### src/shared/timer_regs.svh
// Purpose: Register map, field positions, reset values and divider counts
//          for the dual timer/counter block.
// Assumes: Registers are addressed by word index; byte address is 4x index.
// Notes:   Definitions only.
//
// Contract
// - Timer mode counts every twelve system clocks by default
// - Timer A divider bit one: divide by four
// - Timer A divider bit zero: divide by twelve
// - Timer B divides by four or twelve likewise
// - Counter mode counts falling edges of count pin
// - Timer B flag cleared by interrupt entry, software
// - Timer A flag cleared by interrupt entry, software
// - Timer B counts only while its run bit set or timer A split
// - Timer A counts only while its run bit set, except its split high half
// - Timer B gate bit makes its pin gate counting
// - Timer A gate bit makes its pin gate counting
// - Timer B source select picks pin or divided clock
// - Timer A source select picks pin or divided clock
// - Mode 00: 5-bit prescaler feeding 8-bit high byte
// - Mode 01: low and high byte form 16 bits
// - Mode 10: low byte reloads from high byte
// - Mode 11 splits timer A into two counters
`ifndef TIMER_REGS_SVH
`define TIMER_REGS_SVH

`define IDX_RUN_FLAG      8'h88
`define IDX_MODE_SEL      8'h89
`define IDX_A_LOW         8'h8a
`define IDX_B_LOW         8'h8b
`define IDX_A_HIGH        8'h8c
`define IDX_B_HIGH        8'h8d
`define IDX_CLK_DIV       8'h8e

`define RST_RUN_FLAG      8'h00
`define RST_MODE_SEL      8'h00
`define RST_CLK_DIV       8'hc7
`define RST_COUNT         8'h00

`define BIT_B_FLAG        7
`define BIT_B_RUN         6
`define BIT_A_FLAG        5
`define BIT_A_RUN         4

`define BIT_B_GATE        7
`define BIT_B_SRC         6
`define BIT_B_MODE_HI     5
`define BIT_B_MODE_LO     4
`define BIT_A_GATE        3
`define BIT_A_SRC         2
`define BIT_A_MODE_HI     1
`define BIT_A_MODE_LO     0

`define BIT_B_DIV         4
`define BIT_A_DIV         3

`define DIV_SLOW          12
`define DIV_FAST          4

`endif

### src/shared/timer_pkg.sv
// Purpose: Types shared by the dual timer/counter block.
// Assumes: Nothing beyond SystemVerilog.
// Notes:   Mode codes follow the two-bit mode field order.
package timer_pkg;

  typedef enum logic [1:0] {
    MODE_13BIT,
    MODE_16BIT,
    MODE_RELOAD8,
    MODE_SPLIT
  } timerMode_t;

  typedef logic [7:0] byte_t;

endpackage

### src/core/dual_legacy_timer_counter.sv
// Purpose: Two 16-bit timer/counters with run, gate, source and mode
//          control, reached over an Avalon-MM slave with waitrequest.
// Assumes: Single 125 MHz clock; pins are asynchronous and synchronised.
// Notes:   Every access takes one wait cycle; data in the low byte lane.
`timescale 1ns/1ps
`include "timer_regs.svh"

module dual_legacy_timer_counter
  import timer_pkg::*;
#(
  parameter int ADDR_W = 10
) (
  input  wire logic              sys_clk,
  input  wire logic              rstn,
  input  wire logic [ADDR_W-1:0] avsAddress,
  input  wire logic              avsRead,
  input  wire logic              avsWrite,
  input  wire logic [31:0]       avsWriteData,
  input  wire logic [3:0]        avsByteEnable,
  output logic      [31:0]       avsReadData,
  output logic                   avsWaitRequest,
  input  wire logic              timerAInputPin,
  input  wire logic              timerBInputPin,
  input  wire logic              timerAGatePin,
  input  wire logic              timerBGatePin,
  input  wire logic              timerAIntAck,
  input  wire logic              timerBIntAck,
  output logic                   timerAOverflowFlag,
  output logic                   timerBOverflowFlag
);

  localparam logic [3:0] PRE_LAST = 4'(`DIV_SLOW - 1);
  localparam logic [1:0] FAST_LAST = 2'(`DIV_FAST - 1);

  logic        rstS1_r;
  logic        rstS2_r;
  logic        rstnSys;
  logic [3:0]  pinS1_r;
  logic [3:0]  pinS2_r;
  logic [1:0]  pinS3_r;
  logic [3:0]  preCnt_r;
  logic        tickSlow;
  logic        tickFast;
  logic        ack_r;
  logic [31:0] readData_r;
  logic        addrOk;
  logic        wrEn;
  logic [7:0]  wd;
  logic [7:0]  rdVal;
  logic        wrRunFlag;
  logic        wrMode;
  logic        wrALo;
  logic        wrAHi;
  logic        wrBLo;
  logic        wrBHi;
  logic        wrClk;
  logic        runA_r;
  logic        runB_r;
  logic        flagA_r;
  logic        flagB_r;
  byte_t       modeSel_r;
  byte_t       clkDiv_r;
  byte_t       aLo_r;
  byte_t       aHi_r;
  byte_t       bLo_r;
  byte_t       bHi_r;
  timerMode_t  modeA;
  timerMode_t  modeB;
  logic        splitA;
  logic        fallA;
  logic        fallB;
  logic        gateOkA;
  logic        gateOkB;
  logic        divTickA;
  logic        divTickB;
  logic        srcA;
  logic        srcB;
  logic        incA;
  logic        incAHi;
  logic        incB;
  logic [16:0] stepA;
  logic [16:0] stepB;
  logic [8:0]  stepAHi;
  logic        ovfA;
  logic        ovfAHi;
  logic        ovfB;

  // Reset is released through two flops so all logic leaves reset together.
  always_ff @(posedge sys_clk or negedge rstn) begin
    if (!rstn) begin
      rstS1_r <= 1'b0;
      rstS2_r <= 1'b0;
    end else begin
      rstS1_r <= 1'b1;
      rstS2_r <= rstS1_r;
    end
  end
  assign rstnSys = rstS2_r;

  // Pin order is {gate B, gate A, count B, count A}; a third stage on the
  // count pins gives the falling-edge history without touching stage one.
  always_ff @(posedge sys_clk or negedge rstnSys) begin
    if (!rstnSys) begin
      pinS1_r <= 4'h0;
      pinS2_r <= 4'h0;
      pinS3_r <= 2'h0;
    end else begin
      pinS1_r <= {timerBGatePin, timerAGatePin,
                  timerBInputPin, timerAInputPin};
      pinS2_r <= pinS1_r;
      pinS3_r <= pinS2_r[1:0];
    end
  end
  assign fallA = pinS3_r[0] & ~pinS2_r[0];
  assign fallB = pinS3_r[1] & ~pinS2_r[1];

  // One shared prescaler gives both the slow and the fast tick.
  always_ff @(posedge sys_clk or negedge rstnSys) begin
    if (!rstnSys) begin
      preCnt_r <= 4'h0;
    end else if (preCnt_r == PRE_LAST) begin
      preCnt_r <= 4'h0;
    end else begin
      preCnt_r <= preCnt_r + 4'h1;
    end
  end
  assign tickSlow = (preCnt_r == PRE_LAST);
  assign tickFast = (preCnt_r[1:0] == FAST_LAST);

  // Bus slave: the first cycle of a request waits, the second answers.
  assign avsWaitRequest = (avsRead | avsWrite) & ~ack_r;
  assign avsReadData = readData_r;
  assign addrOk = (avsAddress[1:0] == 2'h0);
  assign wrEn = avsWrite & ack_r & addrOk & avsByteEnable[0];
  assign wd = avsWriteData[7:0];

  always_comb begin
    wrRunFlag = 1'b0;
    wrMode = 1'b0;
    wrALo = 1'b0;
    wrAHi = 1'b0;
    wrBLo = 1'b0;
    wrBHi = 1'b0;
    wrClk = 1'b0;
    rdVal = 8'h00;
    if (addrOk) begin
      unique case (avsAddress[ADDR_W-1:2])
        (ADDR_W-2)'(`IDX_RUN_FLAG): begin
          wrRunFlag = wrEn;
          rdVal = {flagB_r, runB_r, flagA_r, runA_r, 4'h0};
        end
        (ADDR_W-2)'(`IDX_MODE_SEL): begin
          wrMode = wrEn;
          rdVal = modeSel_r;
        end
        (ADDR_W-2)'(`IDX_A_LOW): begin
          wrALo = wrEn;
          rdVal = aLo_r;
        end
        (ADDR_W-2)'(`IDX_B_LOW): begin
          wrBLo = wrEn;
          rdVal = bLo_r;
        end
        (ADDR_W-2)'(`IDX_A_HIGH): begin
          wrAHi = wrEn;
          rdVal = aHi_r;
        end
        (ADDR_W-2)'(`IDX_B_HIGH): begin
          wrBHi = wrEn;
          rdVal = bHi_r;
        end
        (ADDR_W-2)'(`IDX_CLK_DIV): begin
          wrClk = wrEn;
          rdVal = clkDiv_r;
        end
        default: begin
          rdVal = 8'h00;
        end
      endcase
    end
  end

  always_ff @(posedge sys_clk or negedge rstnSys) begin
    if (!rstnSys) begin
      ack_r <= 1'b0;
      readData_r <= 32'h0;
    end else begin
      ack_r <= (avsRead | avsWrite) & ~ack_r;
      if (avsRead && !ack_r) begin
        readData_r <= {24'h0, rdVal};
      end
    end
  end

  // Control registers.
  always_ff @(posedge sys_clk or negedge rstnSys) begin
    if (!rstnSys) begin
      runA_r <= 1'(`RST_RUN_FLAG >> `BIT_A_RUN);
      runB_r <= 1'(`RST_RUN_FLAG >> `BIT_B_RUN);
    end else if (wrRunFlag) begin
      runA_r <= wd[`BIT_A_RUN];
      runB_r <= wd[`BIT_B_RUN];
    end
  end

  always_ff @(posedge sys_clk or negedge rstnSys) begin
    if (!rstnSys) begin
      modeSel_r <= `RST_MODE_SEL;
    end else if (wrMode) begin
      modeSel_r <= wd;
    end
  end

  always_ff @(posedge sys_clk or negedge rstnSys) begin
    if (!rstnSys) begin
      clkDiv_r <= `RST_CLK_DIV;
    end else if (wrClk) begin
      clkDiv_r <= wd;
    end
  end

  // Counting conditions.
  assign modeA = timerMode_t'({modeSel_r[`BIT_A_MODE_HI],
                               modeSel_r[`BIT_A_MODE_LO]});
  assign modeB = timerMode_t'({modeSel_r[`BIT_B_MODE_HI],
                               modeSel_r[`BIT_B_MODE_LO]});
  assign splitA = (modeA == MODE_SPLIT);
  assign gateOkA = ~modeSel_r[`BIT_A_GATE] | pinS2_r[2];
  assign gateOkB = ~modeSel_r[`BIT_B_GATE] | pinS2_r[3];
  assign divTickA = clkDiv_r[`BIT_A_DIV] ? tickFast : tickSlow;
  assign divTickB = clkDiv_r[`BIT_B_DIV] ? tickFast : tickSlow;
  assign srcA = modeSel_r[`BIT_A_SRC] ? fallA : divTickA;
  assign srcB = modeSel_r[`BIT_B_SRC] ? fallB : divTickB;
  assign incA = runA_r & gateOkA & srcA;
  // The split high half borrows timer B's run bit and flag.
  assign incAHi = splitA & runB_r & divTickA;
  // While A is split, B's run bit is taken, so B free-runs without a flag.
  assign incB = (splitA | runB_r) & gateOkB & srcB &
                (modeB != MODE_SPLIT);

  function automatic logic [16:0] stepCount(timerMode_t m, byte_t lo,
                                            byte_t hi);
    logic [16:0] r;
    r = {1'b0, hi, lo};
    unique case (m)
      MODE_13BIT: begin
        r[4:0] = lo[4:0] + 5'h1;
        if (lo[4:0] == 5'h1f) begin
          r[15:8] = hi + 8'h1;
          r[16] = (hi == 8'hff);
        end
      end
      MODE_16BIT: begin
        r = {1'b0, hi, lo} + 17'h1;
      end
      MODE_RELOAD8: begin
        r[7:0] = lo + 8'h1;
        if (lo == 8'hff) begin
          r[7:0] = hi;
          r[16] = 1'b1;
        end
      end
      MODE_SPLIT: begin
        {r[16], r[7:0]} = {1'b0, lo} + 9'h1;
      end
    endcase
    return r;
  endfunction

  assign stepA = stepCount(modeA, aLo_r, aHi_r);
  assign stepB = stepCount(modeB, bLo_r, bHi_r);
  assign stepAHi = {1'b0, aHi_r} + 9'h1;
  assign ovfA = incA & stepA[16];
  assign ovfAHi = incAHi & stepAHi[8];
  assign ovfB = incB & stepB[16] & ~splitA;

  // Count bytes; a software write wins over a count in the same cycle.
  always_ff @(posedge sys_clk or negedge rstnSys) begin
    if (!rstnSys) begin
      aLo_r <= `RST_COUNT;
    end else if (wrALo) begin
      aLo_r <= wd;
    end else if (incA) begin
      aLo_r <= stepA[7:0];
    end
  end

  always_ff @(posedge sys_clk or negedge rstnSys) begin
    if (!rstnSys) begin
      aHi_r <= `RST_COUNT;
    end else if (wrAHi) begin
      aHi_r <= wd;
    end else if (incAHi) begin
      aHi_r <= stepAHi[7:0];
    end else if (incA && !splitA) begin
      aHi_r <= stepA[15:8];
    end
  end

  always_ff @(posedge sys_clk or negedge rstnSys) begin
    if (!rstnSys) begin
      bLo_r <= `RST_COUNT;
    end else if (wrBLo) begin
      bLo_r <= wd;
    end else if (incB) begin
      bLo_r <= stepB[7:0];
    end
  end

  always_ff @(posedge sys_clk or negedge rstnSys) begin
    if (!rstnSys) begin
      bHi_r <= `RST_COUNT;
    end else if (wrBHi) begin
      bHi_r <= wd;
    end else if (incB) begin
      bHi_r <= stepB[15:8];
    end
  end

  // Flags: a hardware overflow wins over an acknowledge or a write of zero.
  always_ff @(posedge sys_clk or negedge rstnSys) begin
    if (!rstnSys) begin
      flagA_r <= 1'b0;
    end else if (ovfA) begin
      flagA_r <= 1'b1;
    end else if (wrRunFlag) begin
      flagA_r <= wd[`BIT_A_FLAG];
    end else if (timerAIntAck) begin
      flagA_r <= 1'b0;
    end
  end

  always_ff @(posedge sys_clk or negedge rstnSys) begin
    if (!rstnSys) begin
      flagB_r <= 1'b0;
    end else if (ovfB || ovfAHi) begin
      flagB_r <= 1'b1;
    end else if (wrRunFlag) begin
      flagB_r <= wd[`BIT_B_FLAG];
    end else if (timerBIntAck) begin
      flagB_r <= 1'b0;
    end
  end

  assign timerAOverflowFlag = flagA_r;
  assign timerBOverflowFlag = flagB_r;
endmodule // dual_legacy_timer_counter

### config.mk
export PLATFORM = sky130hd
export DESIGN_NAME = dual_legacy_timer_counter
export DESIGN_NICKNAME = d
export VERILOG_FILES = /design/src/shared/timer_pkg.sv /design/src/core/dual_legacy_timer_counter.sv
export VERILOG_INCLUDE_DIRS = /design/src /design/src/shared
export SDC_FILE = /design/constraint.sdc
export NUM_CORES = 1
export LEC_CHECK = 0
export BUFFER_PORTS_ARGS = -buffer_cell sky130_fd_sc_hd__buf_2
export CORE_AREA = 2 2 97 99
export CTS_BUF_LIST = sky130_fd_sc_hd__clkbuf_8
export DETAILED_ROUTE_END_ITERATION = 8
export DIE_AREA = 0 0 99 101
export PLACE_DENSITY = 0.9
export SLEW_MARGIN = 20
export SYNTH_ARGS = -nofsm -noshare
export SYNTH_HDL_FRONTEND = slang
export SYNTH_SLANG_ARGS = --single-unit
### constraint.sdc
create_clock -name sys_clk -period 3 [get_ports sys_clk]
set_input_delay 0.9 -clock sys_clk [delete_from_list [all_inputs] [get_ports sys_clk]]
set_output_delay 0.9 -clock sys_clk [all_outputs]
set_load 0.05 [all_outputs]
* Word-level counts from Yosys, hierarchy flattened
Index checks and enable logic that the tools add are counted.
** Word-level totals
- Register bits after elaboration :: 77
- Output and inout port bits :: 35
- Word-level logic and storage cells :: 155
** Operators by class
- Bitwise gates (word level) :: 27
- Eq/ne operators :: 24
- Muxes and demuxes :: 50
- Add/subtract/negate cells :: 12
- Reductions and logical operators :: 22
** Operators by type and width (count)
- 8-bit two-way mux :: 12
- 8-bit equality test (second input constant) :: 11
- 8-bit case mux with 7 select lines :: 1
- 5-bit case mux with 4 select lines :: 2
- 16-bit by 1-bit adder with 17-bit output (second input constant) :: 2
- 8-bit by 1-bit adder with 8-bit output (second input constant) :: 4
- 8-bit case mux with 2 select lines :: 2
- 8-bit by 1-bit adder with 9-bit output (second input constant) :: 3
- 1-bit two-way mux :: 26
- 9-bit two-way mux :: 2
- 3-bit case mux with 3 select lines :: 2
- 1-bit AND :: 17
- 3-bit nonzero test :: 4
- 4-bit nonzero test :: 3
- 5-bit by 1-bit adder with 5-bit output (second input constant) :: 2
- 2-bit equality test (second input constant) :: 5
- 5-bit equality test (second input constant) :: 2
- 1-bit case mux with 4 select lines :: 2
- 2-bit logical NOT :: 3
- 1-bit NOT :: 6
- 3-bit AND reduction :: 2
- 2-bit nonzero test :: 3
- 4-bit by 1-bit adder with 4-bit output (second input constant) :: 1
- 2-bit by 1-bit equality test with 1-bit output (second input constant) :: 2
- other kinds (10) :: 16

* Longest topological paths before layout
- Depth in word-level cells :: 9
- Mapped depth :: 9
- Gate-level depth less buffers :: 9

* Least setup slack after synthesis
OpenSTA, ideal clock, no wires.
- Kind :: input to output
- Start :: input avsWrite
- End :: output avsWaitRequest
- Arrival time :: 1.597 ns
- Path buffers :: 0
- Data required time :: 2.100 ns
- Setup slack :: 0.503 ns
- Stages on the path :: 2
- Cells stage by stage :: nor2_1 nor2_1
** On the way
- Word-level cells in the longest chain between the ends :: 2
** RTL lines
- from (decl) :: RTL line dual_legacy_timer_counter.sv:17 : input wire logic avsWrite,
- 1-bit bitwise OR :: RTL line dual_legacy_timer_counter.sv:131 : assign avsWaitRequest = (avsRead | avsWrite) & ~ack_r;
- 1-bit AND :: RTL line dual_legacy_timer_counter.sv:131
- to (decl) :: RTL line dual_legacy_timer_counter.sv:21 : output logic avsWaitRequest,
Every way passes these cells.

* Worst setup path in the final report
- Start :: register bLo_r[0]
- End :: register bHi_r[4]
** On the way
- Word-level cells in the longest chain between the ends :: 4
** RTL lines
- from (decl) :: RTL line dual_legacy_timer_counter.sv:65 : byte_t bLo_r;
- from (signal assigned) :: RTL line dual_legacy_timer_counter.sv:302 : bLo_r <= `RST_COUNT;
- from (signal assigned) :: RTL line dual_legacy_timer_counter.sv:304 : bLo_r <= wd;
- from (signal assigned) :: RTL line dual_legacy_timer_counter.sv:306 : bLo_r <= stepB[7:0];
- 16-bit by 1-bit adder with 17-bit output :: RTL line dual_legacy_timer_counter.sv:254 : r = {1'b0, hi, lo} + 17'h1;
- 8-bit case mux with 2 select lines :: RTL line dual_legacy_timer_counter.sv:245 : unique case (m)
- 8-bit two-way mux :: RTL line dual_legacy_timer_counter.sv:315 : end else if (incB) begin
- 8-bit two-way mux :: RTL line dual_legacy_timer_counter.sv:313 : end else if (wrBHi) begin
- to (signal assigned) :: RTL line dual_legacy_timer_counter.sv:312 : bHi_r <= `RST_COUNT;
- to (signal assigned) :: RTL line dual_legacy_timer_counter.sv:314 : bHi_r <= wd;
- to (signal assigned) :: RTL line dual_legacy_timer_counter.sv:316 : bHi_r <= stepB[15:8];
- to (decl) :: RTL line dual_legacy_timer_counter.sv:66 : byte_t bHi_r;
Several ways; a longest one is shown, not always the timed one. The select of a mux whose other input is x is not followed.
A chain may end at the register's enable or synchronous reset.

==> flow_summary.json <==
{
  "die_area_um2": 10000,
  "share_comb_of_total_power": 0.108,
  "critPathArrivalTime_ns": 2.98,
  "tightest_slew_ns": 0.664,
  "post_cts_resized": 0,
  "area_growth_pct": 8.97,
  "grt_pass1_wl_mm": 22.0,
  "grt_pass1_vias": 4266,
  "synth_area_leader_cell": "dfrtp_1",
  "fin_nets": 669,
  "antenna_found_initial": 0,
  "p_leak_uw": 0.00242,
  "max_freq_mhz": 372,
  "synth_cells": 561,
  "slew_headroom": 0.557,
  "intPower_uw": 1520,
  "switchingPower_uw": 610,
  "synth_warnings": 0,
  "critPathCaptureType": "register",
  "final_common_cell": "dfrtp_1",
  "status": "finished, final reports clean",
  "place.port_buffers": 39,
  "first_iter_violations": 348,
  "cts_tree": "done",
  "worstPathRequired_ns": 3.29,
  "clk_pin_slew_ns": 0.08,
  "setup_violations": 0,
  "max-cap-violations": 0,
  "setup_slack_ns": 0.312,
  "netlist_top_cells_area": "dfrtp_1 35%, nor2_1 4.5%, a21oi_1 4.3%",
  "synth-async-reset-ratio": 1.00,
  "ctsHoldBuffers": 0,
  "hold_viol": 0,
  "gp_congestion": 0.974,
  "wirelength_mm": 13.5,
  "yosysSeqAreaShare": 0.378,
  "cts_made_buffers": 9,
  "coreArea_um2": 8980,
  "grt_setup_unrepaired": "false",
  "gr-total-overflow": 0,
  "mostFrequentLayoutCells": "71 x dfrtp_1, 61 x nor2_1, 44 x a21oi_1",
  "wire_per_inst_um": 19.0,
  "htree_levels": 3,
  "hp-class": "register to asynchronous set/reset pin",
  "power_density_nw_per_um2": 382,
  "swShare": 0.287,
  "synth-edff-count": 0,
  "post_cts.repair.setup_buffers": 0,
  "drc": 0,
  "synthDominantCellAreaShare": 0.353,
  "viasPerCell": 6.40,
  "ios": 91,
  "synth_area_um2": 5110,
  "worst-setup-path-type": "register to register",
  "power_frac_clock": 0.386,
  "start_util": 0.569,
  "start_kind": "register",
  "r2r-start": "bLo_r[0]",
  "ant_nets": 0,
  "peakVddDrop_uv": 228,
  "clk_latency_ns": 0.37,
  "track_usage": 0.283,
  "num_antenna_cells": 0,
  "finalCriticalPeriod_ns": 2.69,
  "fin_tns_setup_ns": 0,
  "startpoint": "bLo_r[0]",
  "yosysUniqueCellTypes": 64,
  "avgSynthCellArea_um2": 9.10,
  "grt_max_degree": 48,
  "dpl_worst_slack_ns": 0.289,
  "synthFlopType": "dfrtp_1",
  "slew_viol_final": 0,
  "crit_fanout": 6,
  "clock_skew_ns": 0.0115,
  "die_h_um": 101,
  "drive_gt1_frac": 0.183,
  "hpwl_mm": 9.96,
  "cts_buffer_depth": 2,
  "die_w_um": 99,
  "dp.cells": 697,
  "core.rowCount": 35,
  "yosys_register_bits": 77,
  "fin_cells": 713,
  "cts-root-buf": "clkbuf_8",
  "seqPwrFrac": 0.506,
  "clock-sinks": 77,
  "vias": 4566,
  "period_share": 0.896,
  "drtPass1Iterations": 5
}
-- critical path, stage by stage, from the launching register on --
cell and delay [ns]:
dfrtp_1 0.42, ha_1 0.27, and3_1 0.18, ha_1 0.27
mux2i_1 0.13, or4_4 0.45, a21oi_4 0.18, nand2_4 0.08
or4_1 0.47, a31oi_1 0.17
-- metrics by stage --
stage	hold slack (ns)	utilization	power, uW	area [um2]
3_5_place_dp	0.331	0.597	1320	5360
4_1_cts	0.297	0.620	2130	5570
6_report	0.300	0.620	2130	5570
2_1_floorplan	0.331	-	1280	5190
3_3_place_gp	0.311	0.597	1320	5360
5_1_grt	0.294	0.620	2190	5570
-- layer usage --
layer / vias to the layer above / share of wire / GRT usage
met1: 2220 / 0.42 / 0.386
li1: 2082 / - / -
met4: 0 / 0.038 / 0.130
met2: 219 / 0.46 / 0.440
met3: 45 / 0.085 / 0.0534
met5: - / 0 / 0
-- Yosys cell counts, drive strengths merged (8+ instances only) --
cell	instances
a21oi	45
mux2	19
o21ai	31
nor2	61
nand4	12
nand2	36
inv	17
nand3	21
a22o	10
a31oi	9
ha	16
buf	33
and3	11
xor2	8
dfrtp	72
clkbuf	20
mux2i	19
-- kinds of logic after synthesis --
family	Yosys count	share of synthesized area
DFF	77	0.378
xor gates and xnor gates	14	0.0240
muxes	42	0.0968
other	2	0.00147
buffers and inverters	70	0.0708
AOI/OAI and AO/OA	147	0.188
and+or+nand+nor	193	0.201
adders and majority gates	16	0.0392
-- sequential cells by signal (all words and copies together) (netlist names), 2 cells and up --
register / cells
aHi_r: 8
aLo_r: 8
avsReadData: 8
bHi_r: 8
bLo_r: 8
clkDiv_r: 8
modeSel_r: 8
pinS1_r: 4
pinS2_r: 4
preCnt_r: 4
pinS3_r: 2
-- power by group through the flow --
stage          combinational, uW  sequential (uW)  clock (uW)
6_report                     230             1080         821
5_1_grt                      246             1080         864
4_1_cts                      227             1080         826
3_5_place_dp                 227             1100           0
3_3_place_gp                 223             1100           0
2_1_floorplan                180             1100           0
-- final cells by class --
type | instances | area (um2)
inverters | 17 | 63.8
clock buffers | 10 | 138
fillers | 737 | 3410
multi-input cells | 437 | 2900
clock inverters | 6 | 63.8
flip-flops and latches | 77 | 1930
repair buffers | 55 | 328
well taps | 111 | 139
-- path summary, 6_finish.rpt --
check | slack, ns | endpoint | cells past startpoint
setup reg to reg | 0.31 | bHi_r[4] | 9
min in group sys_clk | 0.35 | pinS2_r[2] | 0
hold / removal | 0.30 | pinS3_r[1] | 0
setup / recovery | 0.31 | bHi_r[4] | 9
hold reg to reg | 0.30 | pinS3_r[1] | 0
max in group asynchronous | 1.95 | clkDiv_r[0] | 1
Note: power is estimated with default switching activity, not from simulation.
